**config.mk**
```make
export PLATFORM = sky130hd
export DESIGN_NAME = x25lp_core
export DESIGN_NICKNAME = d
export VERILOG_FILES = /design/src/common/x25lp_pkg.sv /design/src/verilog/x25lp_timer.sv /design/src/verilog/x25lp_core.sv
export SDC_FILE = /design/constraint.sdc
export NUM_CORES = 1
export LEC_CHECK = 0
export BUFFER_PORTS_ARGS = -buffer_cell sky130_fd_sc_hd__buf_4
export CORE_AREA = 2 2 239 170
export DETAILED_ROUTE_END_ITERATION = 16
export DIE_AREA = 0 0 241 172
export MAX_ROUTING_LAYER = met4
export PLACE_DENSITY = 0.67
export SLEW_MARGIN = 20
export SYNTH_ARGS = -nofsm -noshare
export SYNTH_HDL_FRONTEND = slang
export SYNTH_SLANG_ARGS = --single-unit
export TNS_END_PERCENT = 1
```
**constraint.sdc**
```tcl
create_clock -name core_clk -period 14 [get_ports core_clk]
set_input_delay 2.1 -clock core_clk [delete_from_list [all_inputs] [get_ports core_clk]]
set_output_delay 2.1 -clock core_clk [all_outputs]
set_load 0.01 [all_outputs]
```
**src/common/x25lp_pkg.sv**
```systemverilog
// Purpose: Shared constants and carriers for the X.25 link parameter timers.
// Assumes: APB slave with 32-bit data, 8-bit byte address, 40 MHz clock.
// Notes: All time parameters count 100 ms units.
package x25lp_pkg;

    // Clock and timer unit.
    localparam int X25LP_CLK_HZ = 40_000_000;
    localparam int X25LP_UNIT_MS = 100;
    localparam int X25LP_UNIT_CYCLES = X25LP_CLK_HZ / 1000 * X25LP_UNIT_MS;
    localparam int X25LP_PRE_W = 23;

    // Register byte offsets.
    localparam logic [7:0] X25LP_A_CMD = 8'h00;
    localparam logic [7:0] X25LP_A_ADDR = 8'h04;
    localparam logic [7:0] X25LP_A_NEXT = 8'h08;
    localparam logic [7:0] X25LP_A_STATUS = 8'h0c;
    localparam logic [7:0] X25LP_A_STAGE = 8'h10;
    localparam logic [7:0] X25LP_A_ACTIVE = 8'h20;
    localparam logic [7:0] X25LP_A_LIMIT = 8'h30;

    // Command word layout and command codes.
    localparam int X25LP_CMD_CD_BIT = 8;
    localparam logic [7:0] X25LP_OP_BRANCH = 8'h08;
    localparam logic [7:0] X25LP_OP_SETMODE = 8'h23;
    localparam int X25LP_ADDR_W = 24;

    // Line parameter block.
    localparam int X25LP_NPARAM = 13;
    localparam int X25LP_P_TP = 0;
    localparam int X25LP_P_FP = 1;
    localparam int X25LP_P_CP = 2;
    localparam int X25LP_P_INB = 3;
    localparam int X25LP_P_DSR = 4;
    localparam int X25LP_P_N2 = 5;
    localparam int X25LP_P_MAXH = 6;
    localparam int X25LP_P_MAXL = 7;
    localparam logic [7:0] X25LP_PRM_RESET = 8'h01;

    // Status bits; all bits are write-one-to-clear.
    localparam int X25LP_STAT_W = 9;
    localparam int X25LP_S_REJECT = 0;
    localparam int X25LP_S_LOADED = 1;
    localparam int X25LP_S_RESP_ERR = 2;
    localparam int X25LP_S_UNACK_ERR = 3;
    localparam int X25LP_S_IFIELD_ERR = 4;
    localparam int X25LP_S_UNIT_CHECK = 5;
    localparam int X25LP_S_INACTIVE = 6;
    localparam int X25LP_S_DISC = 7;
    localparam int X25LP_S_DONE = 8;

    // Timer slots.
    localparam int X25LP_NTIMER = 3;
    localparam int X25LP_T_RESP = 0;
    localparam int X25LP_T_INB = 1;
    localparam int X25LP_T_DSR = 2;

    typedef struct packed {
        logic tx_poll_sent;
        logic rx_response;
        logic iframe_resent;
        logic rx_ack;
        logic rx_frame_ok;
        logic bufs_returned;
        logic [15:0] rx_ifield_len;
    } x25lp_link_ev_t;

    typedef struct packed {
        logic resend_cmd;
        logic send_frmr_disc;
        logic inbound_flush;
        logic link_disconnect;
        logic link_inactive;
        logic stop_programs;
    } x25lp_link_act_t;

    typedef enum logic [1:0] {
        X25LP_RS_IDLE = 2'b01,
        X25LP_RS_WAIT = 2'b10
    } x25lp_resp_state_t;

endpackage

```
**src/verilog/x25lp_timer.sv**
```systemverilog
// Purpose: One down-counting interval timer driven by a 100 ms tick.
// Assumes: Tick is a one-cycle pulse on the same clock.
// Notes: A load of zero expires at the first tick.
`timescale 1ns/1ps
module x25lp_timer
    import x25lp_pkg::*;
(
    input wire logic core_clk,
    input wire logic rst,
    input wire logic start,
    input wire logic stop,
    input wire logic tick,
    input wire logic [7:0] load,
    output logic running,
    output logic expire
);
    logic [7:0] count;

    // Start wins over stop so a restart in an expiry cycle is never lost.
    always_ff @(posedge core_clk or posedge rst) begin
        if (rst) begin
            count <= 8'h00;
            running <= 1'b0;
            expire <= 1'b0;
        end else begin
            expire <= 1'b0;
            if (start) begin
                count <= load; // RL20
                running <= 1'b1;
            end else if (stop) begin
                running <= 1'b0;
            end else if (running && tick) begin
                if (count <= 8'h01) begin
                    running <= 1'b0;
                    expire <= 1'b1;
                end else begin
                    count <= count - 8'h01;
                end
            end
        end
    end
endmodule // x25lp_timer

```
**src/verilog/x25lp_core.sv**
```systemverilog
// Purpose: Command handling and X.25 link parameter timers behind APB.
// Assumes: Link events arrive as same-clock pulses; data set ready is a pin.
// Notes: Parameters are staged over APB and made active by the setmode code.
// Notes on behaviour
// [RL1] Branch makes data address the next command word
// [RL2] Host programs branch back to their start
// [RL3] Line-parameter command loads thirteen parameter bytes
// [RL4] Host loads parameters before starting link control
// [RL5] Parameters hold until the next load
// [RL6] Reject load without pool or with chain-data
// [RL7] Byte 0 sets response timeout
// [RL8] Polls, mode set and disconnect start timer
// [RL9] Restart timer per factor, then resend frame
// [RL10] Byte 1 sets expiries before each resend
// [RL11] Byte 2 sets number of resends
// [RL12] Resends exhausted: report error, disconnect link
// [RL13] Byte 3 time expiry flushes inbound buffers
// [RL14] First good frame after return starts flush timer
// [RL15] Byte 4 sets data-set-ready wait time
// [RL16] Wait timer starts only on falling edge
// [RL17] Expiry: link inactive, programs stop, unit check
// [RL18] Byte 5 limits unacknowledged retransmissions
// [RL19] Limit exhausted: report error, disconnect link
// [RL20] Time bytes count units of 100 ms
// [RL21] Oversized field: discard, reject, disconnect, report
`timescale 1ns/1ps
module x25lp_core
    import x25lp_pkg::*;
#(
    parameter int UNIT_CYCLES = X25LP_UNIT_CYCLES
) (
    input wire logic core_clk,
    input wire logic rst,
    input wire logic psel,
    input wire logic penable,
    input wire logic pwrite,
    input wire logic [7:0] paddr,
    input wire logic [31:0] pwdata,
    output logic [31:0] prdata,
    output logic pready,
    output logic pslverr,
    input wire logic pool_running,
    input wire logic dsr_pin,
    input x25lp_link_ev_t link_ev,
    output x25lp_link_act_t link_act
);
    function automatic logic addr_ok(input logic [7:0] a);
        return (a[1:0] == 2'b00) && (a < X25LP_A_LIMIT);
    endfunction

    logic acc, wr_ok, cmd_wr, branch_cmd, setmode_cmd, setmode_ok;
    logic [X25LP_ADDR_W-1:0] data_addr, next_ccw;
    logic [7:0] stage [X25LP_NPARAM];
    logic [7:0] prm [X25LP_NPARAM];
    logic [31:0] stage_w [4];
    logic [31:0] prm_w [4];
    logic [31:0] rd_word;
    logic [X25LP_STAT_W-1:0] status, stat_set, stat_clr;
    logic [X25LP_PRE_W-1:0] pre;
    logic tick;
    logic [X25LP_NTIMER-1:0] t_start, t_stop, t_run, t_exp;
    logic [7:0] t_load [X25LP_NTIMER];
    x25lp_resp_state_t rs;
    logic [7:0] exp_cnt, resend_cnt, ucnt;
    logic fac_done, cnt_done, give_up, unack_out;
    logic resend_cmd, frmr_disc, inb_flush, disc_pulse, stop_prog;
    logic dsr_s1, dsr_s2, dsr_d, dsr_fall, dsr_rise, dsr_lost;
    logic fresh, rx_good, oversize;
    logic [15:0] max_len;

    // APB: one access cycle; read data and error are sampled at setup.
    assign acc = psel & penable & pready;
    assign wr_ok = acc & pwrite & addr_ok(paddr);
    assign cmd_wr = wr_ok && (paddr == X25LP_A_CMD);
    assign branch_cmd = cmd_wr && (pwdata[7:0] == X25LP_OP_BRANCH);
    assign setmode_cmd = cmd_wr && (pwdata[7:0] == X25LP_OP_SETMODE);
    assign setmode_ok = setmode_cmd && pool_running
        && !pwdata[X25LP_CMD_CD_BIT]; // RL6

    always_ff @(posedge core_clk or posedge rst) begin
        if (rst) begin
            pready <= 1'b0;
            pslverr <= 1'b0;
            prdata <= 32'h0000_0000;
        end else begin
            pready <= psel & ~penable;
            if (psel && !penable) begin
                pslverr <= ~addr_ok(paddr);
                prdata <= rd_word;
            end
        end
    end

    always_ff @(posedge core_clk or posedge rst) begin
        if (rst) begin
            data_addr <= '0;
        end else if (wr_ok && paddr == X25LP_A_ADDR) begin
            data_addr <= pwdata[X25LP_ADDR_W-1:0];
        end
    end

    always_ff @(posedge core_clk or posedge rst) begin
        if (rst) begin
            next_ccw <= '0;
        end else if (branch_cmd) begin
            next_ccw <= data_addr; // RL1
        end
    end

    for (genvar k = 0; k < X25LP_NPARAM; k++) begin : g_prm
        always_ff @(posedge core_clk or posedge rst) begin
            if (rst) begin
                stage[k] <= 8'h00;
            end else if (wr_ok
                && paddr == X25LP_A_STAGE + 8'(4 * (k / 4))) begin
                stage[k] <= pwdata[8 * (k % 4) +: 8];
            end
        end
        always_ff @(posedge core_clk or posedge rst) begin
            if (rst) begin
                prm[k] <= X25LP_PRM_RESET;
            end else if (setmode_ok) begin
                prm[k] <= stage[k]; // RL3 RL5
            end
        end
    end

    for (genvar w = 0; w < 4; w++) begin : g_pack
        for (genvar b = 0; b < 4; b++) begin : g_byte
            if (4 * w + b < X25LP_NPARAM) begin : g_used
                assign stage_w[w][8 * b +: 8] = stage[4 * w + b];
                assign prm_w[w][8 * b +: 8] = prm[4 * w + b];
            end else begin : g_pad
                assign stage_w[w][8 * b +: 8] = 8'h00;
                assign prm_w[w][8 * b +: 8] = 8'h00;
            end
        end
    end

    always_comb begin
        rd_word = 32'h0000_0000;
        if (paddr == X25LP_A_ADDR) begin
            rd_word = {8'h00, data_addr};
        end else if (paddr == X25LP_A_NEXT) begin
            rd_word = {8'h00, next_ccw};
        end else if (paddr == X25LP_A_STATUS) begin
            rd_word = {23'h000000, status};
        end else if (addr_ok(paddr) && paddr >= X25LP_A_ACTIVE) begin
            rd_word = prm_w[paddr[3:2]];
        end else if (addr_ok(paddr) && paddr >= X25LP_A_STAGE) begin
            rd_word = stage_w[paddr[3:2]];
        end
    end

    // Status: hardware set wins over a software write-one-to-clear.
    always_comb begin
        stat_set = '0;
        stat_set[X25LP_S_REJECT] = setmode_cmd & ~setmode_ok;
        stat_set[X25LP_S_LOADED] = setmode_ok;
        stat_set[X25LP_S_RESP_ERR] = give_up; // RL12
        stat_set[X25LP_S_UNACK_ERR] = unack_out; // RL19
        stat_set[X25LP_S_IFIELD_ERR] = oversize; // RL21
        stat_set[X25LP_S_UNIT_CHECK] = dsr_lost; // RL17
        stat_set[X25LP_S_INACTIVE] = dsr_lost; // RL17
        stat_set[X25LP_S_DISC] = give_up | unack_out;
        stat_set[X25LP_S_DONE] = cmd_wr;
        stat_clr = (wr_ok && paddr == X25LP_A_STATUS)
            ? pwdata[X25LP_STAT_W-1:0] : '0;
    end

    always_ff @(posedge core_clk or posedge rst) begin
        if (rst) begin
            status <= '0;
        end else begin
            status <= (status & ~stat_clr) | stat_set;
        end
    end

    // Shared 100 ms tick for all timers.
    always_ff @(posedge core_clk or posedge rst) begin
        if (rst) begin
            pre <= '0;
            tick <= 1'b0;
        end else if (pre == X25LP_PRE_W'(UNIT_CYCLES - 1)) begin
            pre <= '0;
            tick <= 1'b1; // RL20
        end else begin
            pre <= pre + X25LP_PRE_W'(1);
            tick <= 1'b0;
        end
    end

    assign t_load[X25LP_T_RESP] = prm[X25LP_P_TP]; // RL7
    assign t_load[X25LP_T_INB] = prm[X25LP_P_INB]; // RL13
    assign t_load[X25LP_T_DSR] = prm[X25LP_P_DSR]; // RL15

    for (genvar i = 0; i < X25LP_NTIMER; i++) begin : g_tmr
        x25lp_timer u_timer (
            .core_clk(core_clk),
            .rst(rst),
            .start(t_start[i]),
            .stop(t_stop[i]),
            .tick(tick),
            .load(t_load[i]),
            .running(t_run[i]),
            .expire(t_exp[i])
        );
    end

    // Response timer: expiries per resend, then resends before giving up.
    assign fac_done = ({1'b0, exp_cnt} + 9'h001)
        >= {1'b0, prm[X25LP_P_FP]}; // RL10
    assign cnt_done = resend_cnt >= prm[X25LP_P_CP]; // RL11
    assign give_up = (rs == X25LP_RS_WAIT) && t_exp[X25LP_T_RESP]
        && !link_ev.rx_response && !link_ev.tx_poll_sent
        && fac_done && cnt_done;
    assign t_start[X25LP_T_RESP] = link_ev.tx_poll_sent // RL8
        | ((rs == X25LP_RS_WAIT) & t_exp[X25LP_T_RESP]
        & ~link_ev.rx_response & ~(fac_done & cnt_done)); // RL9
    assign t_stop[X25LP_T_RESP] = link_ev.rx_response;

    always_ff @(posedge core_clk or posedge rst) begin
        if (rst) begin
            rs <= X25LP_RS_IDLE;
            exp_cnt <= 8'h00;
            resend_cnt <= 8'h00;
            resend_cmd <= 1'b0;
        end else begin
            resend_cmd <= 1'b0;
            case (rs)
                X25LP_RS_IDLE: begin
                    if (link_ev.tx_poll_sent && !link_ev.rx_response) begin
                        exp_cnt <= 8'h00;
                        resend_cnt <= 8'h00;
                        rs <= X25LP_RS_WAIT;
                    end
                end
                X25LP_RS_WAIT: begin
                    if (link_ev.rx_response) begin
                        rs <= X25LP_RS_IDLE;
                    end else if (link_ev.tx_poll_sent) begin
                        rs <= X25LP_RS_WAIT;
                    end else if (t_exp[X25LP_T_RESP]) begin
                        if (!fac_done) begin
                            exp_cnt <= exp_cnt + 8'h01; // RL9
                        end else if (!cnt_done) begin
                            exp_cnt <= 8'h00;
                            resend_cnt <= resend_cnt + 8'h01;
                            resend_cmd <= 1'b1; // RL9
                        end else begin
                            rs <= X25LP_RS_IDLE; // RL12
                        end
                    end
                end
                default: rs <= X25LP_RS_IDLE;
            endcase
        end
    end

    // Unacknowledged retransmission limit.
    assign unack_out = link_ev.iframe_resent && !link_ev.rx_ack
        && ucnt >= prm[X25LP_P_N2]; // RL18
    always_ff @(posedge core_clk or posedge rst) begin
        if (rst) begin
            ucnt <= 8'h00;
        end else if (link_ev.rx_ack || unack_out) begin
            ucnt <= 8'h00;
        end else if (link_ev.iframe_resent) begin
            ucnt <= ucnt + 8'h01;
        end
    end

    // Inbound traffic timer and information field size check.
    assign max_len = {prm[X25LP_P_MAXH], prm[X25LP_P_MAXL]};
    assign oversize = link_ev.rx_frame_ok
        && link_ev.rx_ifield_len > max_len; // RL21
    assign rx_good = link_ev.rx_frame_ok && !oversize;
    assign t_start[X25LP_T_INB] = rx_good & fresh; // RL14
    assign t_stop[X25LP_T_INB] = link_ev.bufs_returned;
    always_ff @(posedge core_clk or posedge rst) begin
        if (rst) begin
            fresh <= 1'b1;
        end else if (link_ev.bufs_returned) begin
            fresh <= 1'b1;
        end else if (rx_good) begin
            fresh <= 1'b0;
        end
    end

    // Data set ready passes two flip-flops before any edge detection.
    always_ff @(posedge core_clk or posedge rst) begin
        if (rst) begin
            dsr_s1 <= 1'b0;
            dsr_s2 <= 1'b0;
            dsr_d <= 1'b0;
        end else begin
            dsr_s1 <= dsr_pin;
            dsr_s2 <= dsr_s1;
            dsr_d <= dsr_s2;
        end
    end
    assign dsr_fall = dsr_d & ~dsr_s2;
    assign dsr_rise = ~dsr_d & dsr_s2;
    assign t_start[X25LP_T_DSR] = dsr_fall; // RL16
    assign t_stop[X25LP_T_DSR] = dsr_rise;
    assign dsr_lost = t_exp[X25LP_T_DSR] & ~dsr_s2; // RL17

    // Link actions are registered one-cycle pulses, except link_inactive, which follows its status bit.
    always_ff @(posedge core_clk or posedge rst) begin
        if (rst) begin
            frmr_disc <= 1'b0;
            inb_flush <= 1'b0;
            disc_pulse <= 1'b0;
            stop_prog <= 1'b0;
        end else begin
            frmr_disc <= oversize; // RL21
            inb_flush <= t_exp[X25LP_T_INB]; // RL13
            disc_pulse <= give_up | unack_out; // RL12 RL19
            stop_prog <= dsr_lost; // RL17
        end
    end

    assign link_act = '{resend_cmd: resend_cmd, send_frmr_disc: frmr_disc,
        inbound_flush: inb_flush, link_disconnect: disc_pulse,
        link_inactive: status[X25LP_S_INACTIVE], stop_programs: stop_prog};
endmodule // x25lp_core

```
==> flow_summary.yaml, run 1 <==
yosys:
  yosysSeqAreaShare_pct: 50.2
  synth-edff-count: 0
  synthCells: 1684
  syn_area_per_cell_um2: 11.5
  ys_dominant_reg_cell: "dfrtp_1"
  yosysTopAreaCellShare_pct: 48.1
  synth_common_cells: "dfrtp_1 (373), mux2_2 (217), nand2_1 (118)"
  synth_area_leaders: "dfrtp_1 (48%), mux2_2 (13%), mux2_4 (3.8%)"
  ys_types: 68
  synth_area_um2: 19400
  syn-num-nets: 1807
  synth_top_area_cell: "dfrtp_1"
  async_flop_share_pct: 100
  ys_ff_latch: 388
  ys_warn_count: 0
  yosysMostFrequentCell: "dfrtp_1"
die:
  dieArea_um2: 41500
  die_w_um: 241
  ios: 109
  core_um2: 39200
  start_util_pct: 49.4
  fp.dieH_um: 172
  placementRows: 61
worst_setup_path:
  critPathMaxFanout: 21
  worst_path_max_delay_cell: "nor3_2"
  cp-startpoint: "paddr[1]"
  crit_chain: "buf_4 -> or4_1 -> nor2_1 -> nand2_1 -> nor3_2 -> buf_4 -> mux2_2"
  critical_path_arrival_ps: 5620
  reg2reg_from: "exp_cnt[0]$_DFFE_PP0P_"
  worst_setup_path_start_kind: "input pin"
  critPathKind: "input pin to flip-flop"
  cp-end-kind: "flip-flop"
  cpPeakStageDelay_ps: 1050
  rrSetupSlack_ps: 9910
  cp_num_buf_inv: 2
  cpMostUsedCell: "buf_4"
  crit_family: "simple AND/OR/NAND/NOR gates"
  cp_data_required_time_ps: 14430
clocking:
  clk_pin_slew_ps: 60
  postCtsSetupBuffers: 0
  cts_buffers: 40
  insertion_delay_ps: 540
  ctsHoldBuffers: 0
  clock_sinks: 388
  ctsResizeCount: 0
  cts-htree-levels: 2
  tritoncts: "built"
  cts_root_buffer: "clkbuf_16"
  clock_path_buffers: 3
power_and_ir_drop:
  p_int_uw: 1830
  leakage_uw: 0.0106
  vdd_ir_drop_max_v: 0.0000843
  sequentialPowerShare_pct: 47.5
  power_uw: 2430
  power.switching_uw: 601
  clockPowerShare_pct: 44.3
  p_per_area_nw_per_um2: 111
  switching_share_pct: 24.7
  combPwrFrac_pct: 8.1
timing:
  fin_tns_setup_ps: 0
  rsz0062_at_grt: "no"
  slew_headroom_pct: 22.1
  hold_viol: 0
  finalClockSkew_ps: 14.9
  fmax_mhz: 193
  slew_violations: 0
  fin_crit_ps: 5190
  worstMarginPinSlew_ps: 1160
  min_period_over_period_pct: 37.1
  setup_viol: 0
grt:
  overflow: 0
  first_global_vias: 13300
  antenna_found_initial: 1
  grt_pass1_wl_um: 76500
  groute.usage.overall_pct: 24.4
  grt_max_degree: 141
detailed_routing:
  wl_per_cell_um: 20.6
  drcViolationCount: 0
  drtPass1Iterations: 5
  dr.first_iter.drc_count: 1156
  via_count: 13500
  viasPerCell: 5.83
  ant_nets: 0
  drt-total-wl_um: 47800
hold_path:
  min-delay-start: "dsr_s1$_DFF_PP0_"
  hold_class: "flip-flop to flip-flop"
placement:
  port_buffers: 108
  place_congestion: 0.835
  dp_hpwl_um: 31800
flow_run:
  drv_cap: 0
final_layout:
  fin_util_pct: 55.8
  drive_gt1_share_pct: 28.3
  area_growth_pct: 13.0
  nets: 1878
status:
  status: "complete, no violations"
power by group through the flow:
stage                     Combinational, uW  Sequential, uW  Clock, uW
after floorplan                         129            1170          0
after global placement                  193            1170          0
after detailed placement                199            1170          0
after CTS                               199            1150       1090
after global routing                    222            1160       1140
final                                   198            1150       1080
per-stage QoR:
step | hold WS (ps) | std cells | area [um^2] | setup slack [ps]
finish | 348 | 2320 | 21900 | 8810
global route | 361 | 2320 | 21900 | 8680
CTS | 351 | 2319 | 21900 | 8830
detailed placement | 336 | 2248 | 20600 | 8250
global placement | 338 | 2248 | 20600 | 8350
floorplan | 331 | 1684 | 19400 | 1140
path summary, 6_finish.rpt:
| check | endpoint | cells after the start |
|---|---|---|
| setup / recovery | stage[19]$_DFFE_PP0P_ | 7 |
| hold / removal | dsr_s2$_DFF_PP0_ | 0 |
| setup reg to reg | resend_cnt[4]$_DFFE_PP0P_ | 11 |
| hold reg to reg | dsr_s2$_DFF_PP0_ | 0 |
| max in group asynchronous | max_len[1]$_DFFE_PP0P_ | 4 |
| min in group asynchronous | prm[102]$_DFFE_PP0P_ | 2 |
state kept, by name, summed over array words and instances, names as in the netlist, 2 cells and up:
name and count:
next_ccw 24, resend_cnt 8, prm 88, ucnt 8
data_addr 24, max_len 16, exp_cnt 8, g_tmr.u_timer.count 24
stage 104, g_tmr.u_timer.running 3, pre 23, rs 2
prdata 32, g_tmr.u_timer.expire 3, status 9
area by class of cell:
cell class	count	area, um^2
Antenna cell	1	2.50
Clock buffer	57	1170
Clock inverter	14	146
Fill cell	3325	17300
Inverter	63	244
Multi-Input combinational cell	1136	9000
Sequential cell	388	9730
Tap cell	535	669
Timing Repair Buffer	126	946
worst register-to-register path, cell delays in order (launching register included):
cell      delay [ps]
dfrtp_1          430
ha_1             270
and3_1           260
and3_1           240
xor2_1           180
ha_1             310
o21a_1           140
o21ai_0          120
o311ai_2         730
a21oi_1          470
or4b_2           750
nand3_1          120
cell usage in the layout (no fill, tap or decap), drive strengths merged, types with 16 or more instances in the layout:
| cell | n |
|---|---|
| nand3 | 39 |
| ha | 54 |
| nand2 | 118 |
| nand2b | 23 |
| a21oi | 86 |
| dfrtp | 373 |
| nor3 | 20 |
| mux2i | 56 |
| mux4 | 16 |
| and3 | 16 |
| inv | 64 |
| nor2b | 22 |
| xor2 | 19 |
| o21ai | 87 |
| o22ai | 39 |
| mux2 | 266 |
| buf | 126 |
| nor2 | 96 |
| clkbuf | 57 |
routing by layer:
metal	GRT usage, %	part of all wire [%]
met4	5.64	2.1
met5	-	0
met3	3.21	4.2
met1	36.8	50
met2	34.9	43
logic make-up (layout without fill, tap and decap cells):
family	count (synthesis)	count (layout)	share of synthesized area [%]
AO/OA/AOI/OAI	310	310	9.95
XOR/XNOR	34	34	1.54
adder cells (fa/ha/maj)	54	54	3.49
buffers and inverters	160	260	3.54
flip-flops	388	388	50.2
multiplexers	338	338	21.2
other	0	1	0
AND/OR/NAND/NOR	400	400	10.2
Note: power is estimated with default switching activity, not from simulation.
==> inputs of run 2 (changes only) <==
- clock period: 14 -> 5.1 ns (I/O delays scaled with it)
==> run 2 against run 1 <==
  * First-iteration DRC count up 4.2%
  * Critical endpoint is now g_tmr[0].u_timer.count[2]$_DFFE_PP0P_
  * Final cell count rose by 0.43%
  * Die area unchanged
==> flow_summary.yaml, run 2 (synthesized netlist as in run 1, its figures left out) <==
die:
  dieArea_um2: 41500
  placementRows: 61
  start_util_pct: 49.4
  ios: 109
  die_w_um: 241
  fp.dieH_um: 172
  core_um2: 39200
grt:
  first_global_vias: 13600
  groute.usage.overall_pct: 24.5
  grt_pass1_wl_um: 76900
  overflow: 0
  grt_max_degree: 162
  antenna_found_initial: 1
clocking:
  ctsResizeCount: 0
  cts-htree-levels: 2
  clock_path_buffers: 3
  cts_root_buffer: "clkbuf_16"
  tritoncts: "built"
  postCtsSetupBuffers: 0
  ctsHoldBuffers: 0
  clk_pin_slew_ps: 60
  clock_sinks: 388
  cts_buffers: 40
  insertion_delay_ps: 550
timing:
  fin_crit_ps: 3720
  hold_viol: 0
  rsz0062_at_grt: "no"
  slew_violations: 0
  finalClockSkew_ps: 16.6
  min_period_over_period_pct: 73.0
  setup_slack_ps: 1380
  fmax_mhz: 269
  slew_headroom_pct: 31.7
  timing.hold.ws_ps: 280
  setup_viol: 0
  worstMarginPinSlew_ps: 1010
placement:
  dp_slack_ps: 1440
  port_buffers: 108
  place_congestion: 0.887
  dp_hpwl_um: 31500
power_and_ir_drop:
  p_per_area_nw_per_um2: 299
  power_uw: 6570
  leakage_uw: 0.0106
  vdd_ir_drop_max_v: 0.000220
hold_path:
  hold_class: "input pin to asynchronous set/reset pin"
final_layout:
  drive_gt1_share_pct: 28.4
  reg_top3: "stage: 104 flops, prm: 88 flops, prdata: 32 flops"
  nets: 1886
  final_common_cell: "dfrtp_1"
  fin_util_pct: 56.0
  largest_register_ffs: 104
  area_growth_pct: 13.2
  top_register: "stage"
  final_cell_mix: "dfrtp_1 (373), mux2_2 (217), buf_4 (130)"
detailed_routing:
  wl_per_cell_um: 20.4
  dr.first_iter.drc_count: 1204
  via_count: 13500
  viasPerCell: 5.80
  drcViolationCount: 0
  drtPass1Iterations: 6
  ant_nets: 0
  drt-total-wl_um: 47500
worst_setup_path:
  cp_data_required_time_ps: 5530
  cpPeakStageDelay_ps: 600
  critPathMaxFanout: 10
  worst_setup_path_start_kind: "flip-flop"
  critical_path_arrival_ps: 4150
  worst_path_max_delay_cell: "a21oi_1"
  critPathKind: "flip-flop to flip-flop"
  crit_chain: "ha_1 -> and3_1 -> and3_1 -> xor2_1 -> ha_1 -> a211o_1 -> o221ai_1 -> o311ai_2 -> buf_4 -> a21oi_1 -> nor2_1 -> o221a_2"
  cp-end-kind: "flip-flop"
status:
  status: "complete, no violations"
flow_run:
  drv_cap: 0
-- run 2: changes by cell type in the layout (fill, tap and decap cells not counted), sizes merged --
cell      change
buf           +8
clkbuf        +3
bufinv        -1
clkinv        +2
clkinvlp      -2
-- run 2: layout make-up --
cell class,count,area (um^2)
clock buffer,60,1160
clock inverter,13,97.6
multi-input combinational,1136,9000
tap,535,669
sequential,388,9730
inverter,63,240
timing repair buffer,134,1060
fill,3345,17300
antenna,1,2.50
-- run 2: power breakdown --
part	switching, uW	leakage, uW	internal, uW
sequential	46.2	0.00530	3130
clock	1220	0.000626	1620
combinational	356	0.00466	197
total	1630	0.0106	4950
-- run 2: per-stage QoR --
stage | std cells | area, um^2 | TNS [ps]
after floorplan | 1684 | 19400 | -324760
after global placement | 2256 | 20700 | 0
after detailed placement | 2256 | 20700 | 0
after CTS | 2329 | 21900 | 0
after global routing | 2330 | 22000 | 0
final | 2330 | 22000 | 0
-- run 2: routing by layer --
metal	GRT usage (%)	part of all wire [%]	wire length (um)
met2	35.8	44	20900
met4	6.95	2.5	1190
met3	3.29	5.5	2590
met1	35.7	48	22800
met5	-	0	0
-- run 2: worst paths after layout --
kind / from / endpoint / slack [ps] / cells past startpoint
setup reg to reg: exp_cnt[0]$_DFFE_PP0P_ / g_tmr[0].u_timer.count[2]$_DFFE_PP0P_ / 1380 / 12
min in group core_clk: dsr_pin / dsr_s1$_DFF_PP0_ / 310 / 1
setup / recovery: exp_cnt[0]$_DFFE_PP0P_ / g_tmr[0].u_timer.count[2]$_DFFE_PP0P_ / 1380 / 12
hold / removal: rst / stop_prog$_DFF_PP0_ / 280 / 2
max in group asynchronous: rst / prdata[14]$_DFFE_PP0P_ / 3490 / 3
hold reg to reg: dsr_s1$_DFF_PP0_ / dsr_s2$_DFF_PP0_ / 350 / 0
-- run 2: critical path: cells and delay by family (launching register included) --
kind | cells | cell delay (ps)
DFF | 1 | 430
buffers and inverters | 1 | 200
xor gates and xnor gates | 1 | 150
and+or+nand+nor | 3 | 650
adders and majority gates | 2 | 580
AOI/OAI and AO/OA | 5 | 1570
